## config.mk

```make
export PLATFORM = sky130hd
export DESIGN_NAME = cod_core
export DESIGN_NICKNAME = d
export VERILOG_FILES = /design/src/cod_core.v /design/src/cod_ea_unit.v
export VERILOG_INCLUDE_DIRS = /design/src /design/src/inc
export SDC_FILE = /design/constraint.sdc
export NUM_CORES = 1
export LEC_CHECK = 0
export ABC_CLOCK_PERIOD_IN_PS = 10200
export BUFFER_PORTS_ARGS = -buffer_cell sky130_fd_sc_hd__buf_2
export CAP_MARGIN = 10
export CELL_PAD_IN_SITES_DETAIL_PLACEMENT = 1
export CELL_PAD_IN_SITES_GLOBAL_PLACEMENT = 1
export CORE_AREA = 4 4 166 168
export CTS_CLUSTER_SIZE = 24
export DETAILED_ROUTE_END_ITERATION = 7
export DIE_AREA = 0 0 170 172
export GPL_ROUTABILITY_DRIVEN = 0
export PLACE_DENSITY_LB_ADDON = 0.1
export SYNTH_ARGS = -nofsm -noshare
export SYNTH_HDL_FRONTEND = slang
export SYNTH_SLANG_ARGS = --single-unit
export TNS_END_PERCENT = 100
```

## constraint.sdc

```tcl
create_clock -name i_core_clk -period 10.2 [get_ports i_core_clk]
set_input_delay 1.02 -clock i_core_clk [delete_from_list [all_inputs] [get_ports i_core_clk]]
set_output_delay 1.02 -clock i_core_clk [all_outputs]
set_load 0.01 [all_outputs]
```

## src/inc/cod_consts.vh

```
/*
 * Constants for the operand-decode core: flag positions, reset values,
 * opcode encodings and addressing-mode codes.
 * Assumes it is included by bare name from every design file that needs it.
 */
`ifndef COD_CONSTS_VH
`define COD_CONSTS_VH

// ---------------------------------------------
// Condition flag bit positions
// ---------------------------------------------
`define COD_FLG_V 7
`define COD_FLG_H 4
`define COD_FLG_I 3
`define COD_FLG_N 2
`define COD_FLG_Z 1
`define COD_FLG_C 0

// ---------------------------------------------
// Reset values
// ---------------------------------------------
`define COD_FLAGS_RST 8'h08
`define COD_SP_RST    16'h00FF
`define COD_PC_RST    16'h0000

// ---------------------------------------------
// Opcodes decoded as a whole byte
// ---------------------------------------------
`define COD_OP_SPADJ    8'hA7
`define COD_OP_HXADJ    8'hAF
`define COD_OP_BRNC     8'h24
`define COD_OP_CBR_PS   8'h71
`define COD_OP_CBR_OPS  8'h61
`define COD_OP_COPY_PS  8'h7E
`define COD_OP_LDHX_LIT 8'h45
`define COD_OP_LDHX_ABS 8'h32
`define COD_OP_STHX_ABS 8'h96
`define COD_OP_PREFIX   8'h9E

// ---------------------------------------------
// Low-nibble operation codes of the mode rows
// ---------------------------------------------
`define COD_LO_LDA 4'h6
`define COD_LO_STA 4'h7
`define COD_LO_ADD 4'hB

// ---------------------------------------------
// Addressing-mode codes
// ---------------------------------------------
`define COD_M_LIT 3'h0
`define COD_M_DIR 3'h1
`define COD_M_ABS 3'h2
`define COD_M_IX  3'h3
`define COD_M_IXS 3'h4
`define COD_M_IXL 3'h5
`define COD_M_SPS 3'h6
`define COD_M_SPL 3'h7

`endif

```

## src/cod_core.v

```verilog
/*
 * Operand-decode core: fetches instructions byte by byte over a simple
 * memory bus, forms effective addresses and executes a sample subset
 * (load and add in every mode, store in every mode but literal, pointer-pair load and store,
 * stack and pointer adjust, branch on no carry, compare-and-branch and
 * byte copy with post-step).
 * Assumes memory answers combinationally: i_mem_rdata is valid in the
 * same cycle that o_mem_addr and o_mem_rd show. One bus cycle per clock.
 */
// Notes on behaviour
// - Flags hold overflow in bit 7 and half carry in bit 4.
// - Flags hold mask bit 3, negative 2, zero 1, carry 0 from result bit 7.
// - A 16-bit memory value is high byte at address, low byte next.
// - Zero-page mode: operand is low address byte, high byte is zero.
// - Relative branch adds sign-extended offset to address after the branch.
// - Long pointer offset adds modulo 64K, signed or unsigned alike.
// - Pointer post-step with no offset exists only for compare-branch and copy.
// - Short pointer offset is unsigned, zero-extended before adding.
// - Pointer modes add no offset, a short or a long offset to the pointer pair.
// - Stack modes add a short or long offset to the stack pointer.
// - Full address mode takes high byte first, low byte second.
// - Long offsets take upper byte first, lower byte second.
// - Long literal takes high data byte first, low byte next.
// - Literal mode carries eight or sixteen bits per instruction.
// - Stack adjust op adds signed literal to SP in two cycles, flags kept.
// - Pointer adjust op adds signed literal to pointer pair, flags kept.
// - Branch on no carry branches when carry is 0, three cycles, flags kept.
// - Short-offset post-step form increments the pointer pair after the fetch.
`include "cod_consts.vh"

module cod_core (
   input  wire        i_core_clk,     // Core clock, 20 MHz
   input  wire        i_reset,        // Synchronous reset, active high
   input  wire [7:0]  i_mem_rdata,    // Read data for the current bus cycle
   output wire [15:0] o_mem_addr,     // Bus address
   output wire        o_mem_rd,       // Read cycle
   output wire        o_mem_wr,       // Write cycle
   output wire [7:0]  o_mem_wdata,    // Write data
   output wire [7:0]  o_flags,        // Condition flags register
   output wire [7:0]  o_acc,          // Accumulator
   output wire [15:0] o_hx,           // Pointer register pair
   output wire [15:0] o_sp,           // Stack pointer
   output wire [15:0] o_pc,           // Address of byte being fetched
   output wire        o_opcode_fetch, // Cycle fetches a first opcode byte
   output wire        o_bad_opcode    // Pulse: opcode not decoded
);

   // ---------------------------------------------
   // Encodings
   // ---------------------------------------------
   localparam [2:0] ST_OP   = 3'h0;
   localparam [2:0] ST_B1   = 3'h1;
   localparam [2:0] ST_B2   = 3'h2;
   localparam [2:0] ST_RD1  = 3'h3;
   localparam [2:0] ST_RD2  = 3'h4;
   localparam [2:0] ST_WR1  = 3'h5;
   localparam [2:0] ST_WR2  = 3'h6;
   localparam [2:0] ST_IDLE = 3'h7;

   localparam [3:0] K_BAD   = 4'h0;
   localparam [3:0] K_LDA   = 4'h1;
   localparam [3:0] K_STA   = 4'h2;
   localparam [3:0] K_ADD   = 4'h3;
   localparam [3:0] K_SPADJ = 4'h4;
   localparam [3:0] K_HXADJ = 4'h5;
   localparam [3:0] K_BRNC  = 4'h6;
   localparam [3:0] K_CBR   = 4'h7;
   localparam [3:0] K_COPY  = 4'h8;
   localparam [3:0] K_LDHX  = 4'h9;
   localparam [3:0] K_STHX  = 4'hA;

   // ---------------------------------------------
   // Registers
   // ---------------------------------------------
   reg [2:0]  state_q;
   reg [7:0]  op_q;
   reg        pre_q;
   reg [7:0]  b1_q;
   reg [7:0]  b2_q;
   reg [15:0] pc_q;
   reg [15:0] addr_q;
   reg        rd_q;
   reg        wr_q;
   reg [7:0]  wdata_q;
   reg [7:0]  flags_q;
   reg [7:0]  acc_q;
   reg [15:0] hx_q;
   reg [15:0] sp_q;
   reg        sync_q;
   reg        bad_q;

   // ---------------------------------------------
   // Decode functions
   // ---------------------------------------------
   function [3:0] f_kind;
      input [7:0] op;
      input       pre;
      begin
         f_kind = K_BAD;
         if (!pre) begin
            case (op)
               `COD_OP_SPADJ:    f_kind = K_SPADJ;
               `COD_OP_HXADJ:    f_kind = K_HXADJ;
               `COD_OP_BRNC:     f_kind = K_BRNC;
               `COD_OP_CBR_PS:   f_kind = K_CBR;
               `COD_OP_CBR_OPS:  f_kind = K_CBR;
               `COD_OP_COPY_PS:  f_kind = K_COPY;
               `COD_OP_LDHX_LIT: f_kind = K_LDHX;
               `COD_OP_LDHX_ABS: f_kind = K_LDHX;
               `COD_OP_STHX_ABS: f_kind = K_STHX;
               default:           f_kind = K_BAD;
            endcase
         end
         // Prefixed rows exist only for the two stack modes
         if (f_kind == K_BAD && op[7:4] >= 4'hA &&
             (!pre || op[7:4] == 4'hD || op[7:4] == 4'hE)) begin
            case (op[3:0])
               `COD_LO_LDA: f_kind = K_LDA;
               `COD_LO_STA: f_kind = (op[7:4] == 4'hA) ? K_BAD : K_STA;
               `COD_LO_ADD: f_kind = K_ADD;
               default:     f_kind = K_BAD;
            endcase
         end
      end
   endfunction

   function [2:0] f_mode;
      input [7:0] op;
      input       pre;
      begin
         case (op)
            `COD_OP_LDHX_LIT: f_mode = `COD_M_LIT;
            `COD_OP_LDHX_ABS: f_mode = `COD_M_ABS;
            `COD_OP_STHX_ABS: f_mode = `COD_M_ABS;
            `COD_OP_CBR_PS:   f_mode = `COD_M_IX;
            `COD_OP_COPY_PS:  f_mode = `COD_M_IX;
            `COD_OP_CBR_OPS:  f_mode = `COD_M_IXS;
            default: begin
               case (op[7:4])
                  4'hB:    f_mode = `COD_M_DIR;
                  4'hC:    f_mode = `COD_M_ABS;
                  4'hD:    f_mode = pre ? `COD_M_SPL : `COD_M_IXL;
                  4'hE:    f_mode = pre ? `COD_M_SPS : `COD_M_IXS;
                  4'hF:    f_mode = `COD_M_IX;
                  default: f_mode = `COD_M_LIT;
               endcase
            end
         endcase
      end
   endfunction

   // Number of operand bytes after the opcode
   function [1:0] f_nopr;
      input [7:0] op;
      input [2:0] mode;
      begin
         if (op == `COD_OP_LDHX_LIT || op == `COD_OP_CBR_OPS)
            f_nopr = 2'h2;
         else if (op == `COD_OP_CBR_PS || op == `COD_OP_COPY_PS)
            f_nopr = 2'h1;
         else begin
            case (mode)
               `COD_M_IX:  f_nopr = 2'h0;
               `COD_M_ABS: f_nopr = 2'h2;
               `COD_M_IXL: f_nopr = 2'h2;
               `COD_M_SPL: f_nopr = 2'h2;
               default:    f_nopr = 2'h1;
            endcase
         end
      end
   endfunction

   function [15:0] f_sext;
      input [7:0] v;
      begin
         f_sext = {{8{v[7]}}, v};
      end
   endfunction

   function [15:0] f_rel;
      input [15:0] pc_next;
      input [7:0]  rr;
      begin
         f_rel = pc_next + f_sext(rr);
      end
   endfunction

   // Load-style flags: overflow cleared, N and Z from value, rest kept
   function [7:0] f_ld_flags;
      input [7:0] fl;
      input       neg;
      input       zero;
      begin
         f_ld_flags = fl;
         f_ld_flags[`COD_FLG_V] = 1'b0;
         f_ld_flags[`COD_FLG_N] = neg;
         f_ld_flags[`COD_FLG_Z] = zero;
      end
   endfunction

   function [7:0] f_add_flags;
      input [7:0] fl;
      input [7:0] a;
      input [7:0] m;
      reg   [8:0] s;
      reg   [4:0] h;
      begin
         s = {1'b0, a} + {1'b0, m};
         h = {1'b0, a[3:0]} + {1'b0, m[3:0]};
         f_add_flags = fl;
         f_add_flags[`COD_FLG_V] = (a[7] & m[7] & ~s[7]) | (~a[7] & ~m[7] & s[7]);
         f_add_flags[`COD_FLG_H] = h[4];
         f_add_flags[`COD_FLG_N] = s[7];
         f_add_flags[`COD_FLG_Z] = (s[7:0] == 8'h00);
         f_add_flags[`COD_FLG_C] = s[8];
      end
   endfunction

   // ---------------------------------------------
   // Decode of the current instruction
   // ---------------------------------------------
   wire [7:0]  op_cur   = (state_q == ST_OP) ? i_mem_rdata : op_q;
   wire [3:0]  kind_w   = f_kind(op_cur, pre_q);
   wire [2:0]  mode_w   = f_mode(op_cur, pre_q);
   wire [1:0]  nopr_w   = f_nopr(op_cur, mode_w);
   wire [15:0] pc_next  = pc_q + 16'h0001;
   wire        is_pre   = (state_q == ST_OP) && (i_mem_rdata == `COD_OP_PREFIX) && !pre_q;
   wire        last_w   = ((state_q == ST_OP) && !is_pre && kind_w != K_BAD && nopr_w == 2'h0) ||
                          ((state_q == ST_B1) && nopr_w == 2'h1) || (state_q == ST_B2);
   // The short-offset post-step form keeps its offset in the first byte
   wire        off_b1   = (op_q == `COD_OP_CBR_OPS) && (state_q == ST_B2);
   wire [7:0]  opr_lo   = off_b1 ? b1_q : i_mem_rdata;
   wire [15:0] ea_w;
   wire [8:0]  add_sum  = {1'b0, acc_q} + {1'b0, i_mem_rdata};

   cod_ea_unit u_ea (
      .i_mode   (mode_w),
      .i_hx     (hx_q),
      .i_sp     (sp_q),
      .i_opr_hi (b1_q),
      .i_opr_lo (opr_lo),
      .o_ea     (ea_w)
   );

   // ---------------------------------------------
   // Sequencer and datapath
   // ---------------------------------------------
   always @(posedge i_core_clk) begin
      if (i_reset) begin
         state_q <= ST_OP;
         op_q    <= 8'h00;
         pre_q   <= 1'b0;
         b1_q    <= 8'h00;
         b2_q    <= 8'h00;
         pc_q    <= `COD_PC_RST;
         addr_q  <= `COD_PC_RST;
         rd_q    <= 1'b1;
         wr_q    <= 1'b0;
         wdata_q <= 8'h00;
         flags_q <= `COD_FLAGS_RST;
         acc_q   <= 8'h00;
         hx_q    <= 16'h0000;
         sp_q    <= `COD_SP_RST;
         sync_q  <= 1'b1;
         bad_q   <= 1'b0;
      end else begin
         sync_q <= 1'b0;
         bad_q  <= 1'b0;
         case (state_q)
            ST_OP: begin
               pc_q   <= pc_next;
               addr_q <= pc_next;
               op_q   <= i_mem_rdata;
               if (is_pre) begin
                  pre_q <= 1'b1;
               end else if (kind_w == K_BAD) begin
                  // Undecoded opcodes act as a one-cycle no-op
                  bad_q  <= 1'b1;
                  pre_q  <= 1'b0;
                  sync_q <= 1'b1;
               end else begin
                  state_q <= ST_B1;
               end
            end
            ST_B1: begin
               b1_q    <= i_mem_rdata;
               pc_q    <= pc_next;
               addr_q  <= pc_next;
               state_q <= ST_B2;
            end
            ST_B2: begin
               state_q <= ST_OP;
            end
            ST_RD1: begin
               state_q <= ST_OP;
               case (op_q[3:0] == `COD_LO_ADD ? K_ADD : f_kind(op_q, pre_q))
                  K_LDA: begin
                     acc_q   <= i_mem_rdata;
                     flags_q <= f_ld_flags(flags_q, i_mem_rdata[7], i_mem_rdata == 8'h00);
                  end
                  K_ADD: begin
                     acc_q   <= add_sum[7:0];
                     flags_q <= f_add_flags(flags_q, acc_q, i_mem_rdata);
                  end
                  K_LDHX: begin
                     hx_q[15:8] <= i_mem_rdata;
                     addr_q     <= addr_q + 16'h0001;
                     state_q    <= ST_RD2;
                  end
                  K_CBR: begin
                     hx_q    <= hx_q + 16'h0001;
                     pc_q    <= (acc_q == i_mem_rdata) ? f_rel(pc_next, b2_q) : pc_next;
                     rd_q    <= 1'b0;
                     state_q <= ST_IDLE;
                  end
                  K_COPY: begin
                     hx_q    <= hx_q + 16'h0001;
                     addr_q  <= {8'h00, b2_q};
                     wdata_q <= i_mem_rdata;
                     flags_q <= f_ld_flags(flags_q, i_mem_rdata[7], i_mem_rdata == 8'h00);
                     rd_q    <= 1'b0;
                     wr_q    <= 1'b1;
                     state_q <= ST_WR2;
                  end
                  default: state_q <= ST_OP;
               endcase
            end
            ST_RD2: begin
               hx_q[7:0] <= i_mem_rdata;
               flags_q   <= f_ld_flags(flags_q, hx_q[15], {hx_q[15:8], i_mem_rdata} == 16'h0000);
               state_q   <= ST_OP;
            end
            ST_WR1: begin
               // Pointer-pair store: low byte goes to the next address
               addr_q  <= addr_q + 16'h0001;
               wdata_q <= hx_q[7:0];
               state_q <= ST_WR2;
            end
            ST_WR2: begin
               state_q <= ST_OP;
            end
            ST_IDLE: begin
               addr_q  <= pc_q;
               rd_q    <= 1'b1;
               sync_q  <= 1'b1;
               pre_q   <= 1'b0;
               state_q <= ST_OP;
            end
            default: state_q <= ST_OP;
         endcase

         // Instruction ends or data phase starts on its last operand byte
         if (last_w) begin
            pc_q    <= pc_next;
            addr_q  <= pc_next;
            rd_q    <= 1'b1;
            wr_q    <= 1'b0;
            sync_q  <= 1'b1;
            pre_q   <= 1'b0;
            state_q <= ST_OP;
            b2_q    <= i_mem_rdata;
            if (mode_w != `COD_M_LIT || kind_w == K_CBR || kind_w == K_COPY) begin
               // Memory operand: hold the last byte address until the data phase ends
               pc_q   <= pc_q;
               addr_q <= ea_w;
               sync_q <= 1'b0;
               pre_q  <= pre_q;
               case (kind_w)
                  K_STA: begin
                     rd_q    <= 1'b0;
                     wr_q    <= 1'b1;
                     wdata_q <= acc_q;
                     flags_q <= f_ld_flags(flags_q, acc_q[7], acc_q == 8'h00);
                     state_q <= ST_WR2;
                  end
                  K_STHX: begin
                     rd_q    <= 1'b0;
                     wr_q    <= 1'b1;
                     wdata_q <= hx_q[15:8];
                     flags_q <= f_ld_flags(flags_q, hx_q[15], hx_q == 16'h0000);
                     state_q <= ST_WR1;
                  end
                  default: state_q <= ST_RD1;
               endcase
            end else begin
               case (kind_w)
                  K_SPADJ: sp_q <= sp_q + f_sext(i_mem_rdata);
                  K_HXADJ: hx_q <= hx_q + f_sext(i_mem_rdata);
                  K_LDA: begin
                     acc_q   <= i_mem_rdata;
                     flags_q <= f_ld_flags(flags_q, i_mem_rdata[7], i_mem_rdata == 8'h00);
                  end
                  K_ADD: begin
                     acc_q   <= add_sum[7:0];
                     flags_q <= f_add_flags(flags_q, acc_q, i_mem_rdata);
                  end
                  K_LDHX: begin
                     hx_q    <= {b1_q, i_mem_rdata};
                     flags_q <= f_ld_flags(flags_q, b1_q[7], {b1_q, i_mem_rdata} == 16'h0000);
                  end
                  K_BRNC: begin
                     // One free cycle makes the three; taken or not
                     pc_q    <= flags_q[`COD_FLG_C] ? pc_next : f_rel(pc_next, i_mem_rdata);
                     rd_q    <= 1'b0;
                     sync_q  <= 1'b0;
                     state_q <= ST_IDLE;
                  end
                  default: state_q <= ST_OP;
               endcase
            end
         end else if (state_q == ST_RD2 || (state_q == ST_WR2)) begin
            pc_q    <= pc_next;
            addr_q  <= pc_next;
            rd_q    <= 1'b1;
            wr_q    <= 1'b0;
            sync_q  <= 1'b1;
            pre_q   <= 1'b0;
         end else if (state_q == ST_RD1 && (op_q[3:0] == `COD_LO_LDA || op_q[3:0] == `COD_LO_ADD) &&
                      op_q != `COD_OP_COPY_PS) begin
            pc_q    <= pc_next;
            addr_q  <= pc_next;
            sync_q  <= 1'b1;
            pre_q   <= 1'b0;
         end
      end
   end

   // ---------------------------------------------
   // Outputs
   // ---------------------------------------------
   assign o_mem_addr     = addr_q;
   assign o_mem_rd       = rd_q;
   assign o_mem_wr       = wr_q;
   assign o_mem_wdata    = wdata_q;
   assign o_flags        = flags_q;
   assign o_acc          = acc_q;
   assign o_hx           = hx_q;
   assign o_sp           = sp_q;
   assign o_pc           = pc_q;
   assign o_opcode_fetch = sync_q;
   assign o_bad_opcode   = bad_q;

endmodule

```

## src/cod_ea_unit.v

```verilog
/*
 * Effective-address former for the operand-decode core.
 * Assumes operand bytes are presented in instruction order: i_opr_hi is
 * the first operand byte, i_opr_lo the one after it (or the only one).
 */
`include "cod_consts.vh"

module cod_ea_unit (
   input  wire [2:0]  i_mode,    // Addressing mode code
   input  wire [15:0] i_hx,      // Pointer register pair
   input  wire [15:0] i_sp,      // Stack pointer
   input  wire [7:0]  i_opr_hi,  // First operand byte
   input  wire [7:0]  i_opr_lo,  // Last or only operand byte
   output reg  [15:0] o_ea       // Effective address or literal
);

   // ---------------------------------------------
   // Address formation
   // ---------------------------------------------
   // All sums are cut to 16 bits, so the long offset wraps either way
   always @* begin
      case (i_mode)
         `COD_M_DIR: o_ea = {8'h00, i_opr_lo};
         `COD_M_ABS: o_ea = {i_opr_hi, i_opr_lo};
         `COD_M_IX:  o_ea = i_hx;
         `COD_M_IXS: o_ea = i_hx + {8'h00, i_opr_lo};
         `COD_M_IXL: o_ea = i_hx + {i_opr_hi, i_opr_lo};
         `COD_M_SPS: o_ea = i_sp + {8'h00, i_opr_lo};
         `COD_M_SPL: o_ea = i_sp + {i_opr_hi, i_opr_lo};
         default:    o_ea = {i_opr_hi, i_opr_lo};
      endcase
   end

endmodule
```

==> flow_summary.ini <==
[grt]
grt_pass1_wl_mm = 83.21
grt_start_max_net_pins = 73
gr-total-overflow = 0
grt_pass1_vias = 14730
grt_usage_pct = 35.53
antenna_found_initial = 2

[sta]
post-route-period-util_pct = 60.67
hold_viol = 0
clock_skew_ns = 0.01592
max_freq_mhz = 161.6
rsz0062_at_grt = no
tightest_slew_ns = 1.161
setup_tns_ns = 0
slew_viol_final = 0
period_minus_slack_ns = 6.189
hold_slack_ns = 0.4891
maxSlewHeadroom_pct = 22.31
setup_viol = 0

[finish]
diodes = 0
final_cell_count_no_fill = 2096
final_common_cell = nand2_1
fill_cells = 3334
final_cell_mix = nand2_1 (178), nor2_1 (166), a21oi_1 (134)
areaGrowthSynthToFinish_pct = 9.607
fin_util_pct = 53.39
layout-drive-gt1-share_pct = 10.79
final_nets = 1869

[cts]
cts_resized = 0
clk_pin_slew_ns = 0.06
hold_buffers = 0
clock-sinks = 117
cts_setup_buffers = 0
insertion_delay_ns = 0.44
h-tree-depth = 4
cts_tree = built
clockBufferDepth = 2
cts_buffers = 17
root_buffer = clkbuf_16

[die]
die-height_um = 172
die_w_um = 170
die-area_um2 = 29240
core_area_um2 = 25910
io_pins = 102
rows = 59
start_util_pct = 48.71

[setup_path]
start_kind = flop
crit_path_end_kind = flop
cp_max_fo = 41
crit_type = flop to flop
crit_arrival_ns = 6.48
rrSetupSlack_ns = 4.01
crit_required_ns = 10.49
ff2ff_path_depth = 17

[flow_run]
max_cap_violations = 0

[placed_design]
place_hpwl_mm = 37.60
post-place-cells = 2065
io_buffer_count = 98

[worst_hold_path]
whs_path_depth = 2
min_path_type = flop to flop

[power_and_ir_drop]
p_leak_nw = 5.752
vdd_drop_max_uv = 132.0
power_density_nw_per_um2 = 166.3

[synth]
yosysTopAreaCell = dfxtp_1
yosys_warnings = 0
async_flop_share_pct = 0
syn-cell-area_um2 = 12620
ys_ff_latch = 117
synth_area_leaders = dfxtp_1 (19%), ha_1 (10%), a21oi_1 (5.3%), nand2_1 (5.3%), nor2_1 (4.9%)
synth_edf_count = 0
syn_area_per_cell_um2 = 7.376
syn_inst = 1711
synthFlopType = dfxtp_1
seq_area_frac_synth_pct = 18.56
synth_cell_types = 91
synth.top_cell.area_share_pct = 18.56

[route]
drt_first_pass_iters = 6
wl_mm = 52.43
routedWlPerCell_um = 25.01
detail_route.iter0.violations = 1755
vias = 14480
final_antenna_net_count = 0
via_per_inst = 6.909
drc = 0

[status]
status = completed
Yosys cell counts, drive strengths merged (10+ instances only):
library cell / n
nand2: 179
nor2: 167
a21oi: 134
dfxtp: 117
ha: 103
o21ai: 89
clkbuf: 78
xnor2: 62
nand3: 59
nor3: 56
inv: 49
xor2: 49
a22oi: 43
and3: 40
a211oi: 31
a21o: 25
a31oi: 25
nand4: 23
buf: 22
a221oi: 20
mux2i: 20
o21a: 20
nand2b: 18
a211o: 16
nor2b: 15
o21bai: 15
mux2: 14
a311oi: 13
nor4: 13
o211ai: 12
or3: 12
a221o: 11
o31ai: 10
final timing paths:
kind               endpoint       start
max          o_mem_addr[15]  state_q[2]
min                 b2_q[3]     b2_q[3]
min reg2reg         b2_q[3]     b2_q[3]
max reg2reg  o_mem_addr[15]  state_q[2]
metal layers:
| metal | GRT usage, % | share of wire (%) |
|---|---|---|
| met2 | 58.42 | 46 |
| met4 | 14.20 | 4.4 |
| met5 | 0 | 0.025 |
| met3 | 6.744 | 7.8 |
| met1 | 46.17 | 42 |
power by group:
group	switching [W]	internal [W]
Clock	0.000250	0.000357
Sequential	0.000172	0.000530
Combinational	0.000622	0.000368
state kept, by name, summed over array words and instances (netlist names), 3 cells and up:
signal	cells
b2_q	8
o_mem_wdata	8
o_mem_addr	16
o_flags	5
state_q	3
o_hx	16
o_pc	16
b1_q	8
o_sp	16
o_acc	8
op_q	8
final cells by class:
cell class              instances  area [um^2]  share of cell area [%]
multi-input cells            1446         9683                   70.00
repair buffers                118        643.1                   4.649
inverters                      49        183.9                   1.330
clock inverters                 9        77.57                  0.5608
clock buffers                  22        484.2                   3.500
well taps                     335        419.2                   3.030
flip-flops and latches        117         2342                   16.93
cell families after synthesis:
family	Yosys count	synth area share (%)
XOR/XNOR	111	7.703
AND/OR/NAND/NOR	638	24.74
flip-flops	117	18.56
multiplexers	34	2.865
AO/OA/AOI/OAI	550	30.00
buffers and inverters	149	4.749
other	2	0.05950
adder cells (fa/ha/maj)	110	11.32
worst max-delay path: stages, from the launching register on:
cell and delay [ns]:
dfxtp_1 0.70, or3_1 0.37, buf_4 0.37, mux2i_2 0.51, nor2_1 0.16, a2111o_1 0.45, buf_4 0.27, nor2_1 0.75
and3_1 0.28, ha_1 0.28, a21oi_1 0.25, o21ai_0 0.18, o21bai_1 0.22, o41ai_1 0.48, o21ai_0 0.21, mux2i_1 0.15
a2111oi_0 0.31, nor4_1 0.09
per-stage QoR:
stage	setup WS, ns	total power [W]	area (um^2)
6_report	4.011	0.002300	13830
3_5_place_dp	4.222	0.001658	13270
3_3_place_gp	4.351	0.001628	13270
5_1_grt	3.693	0.002420	13830
2_1_floorplan	5.150	0.001340	12620
4_1_cts	4.303	0.002269	13830
Power figures use the tool's default switching activity.
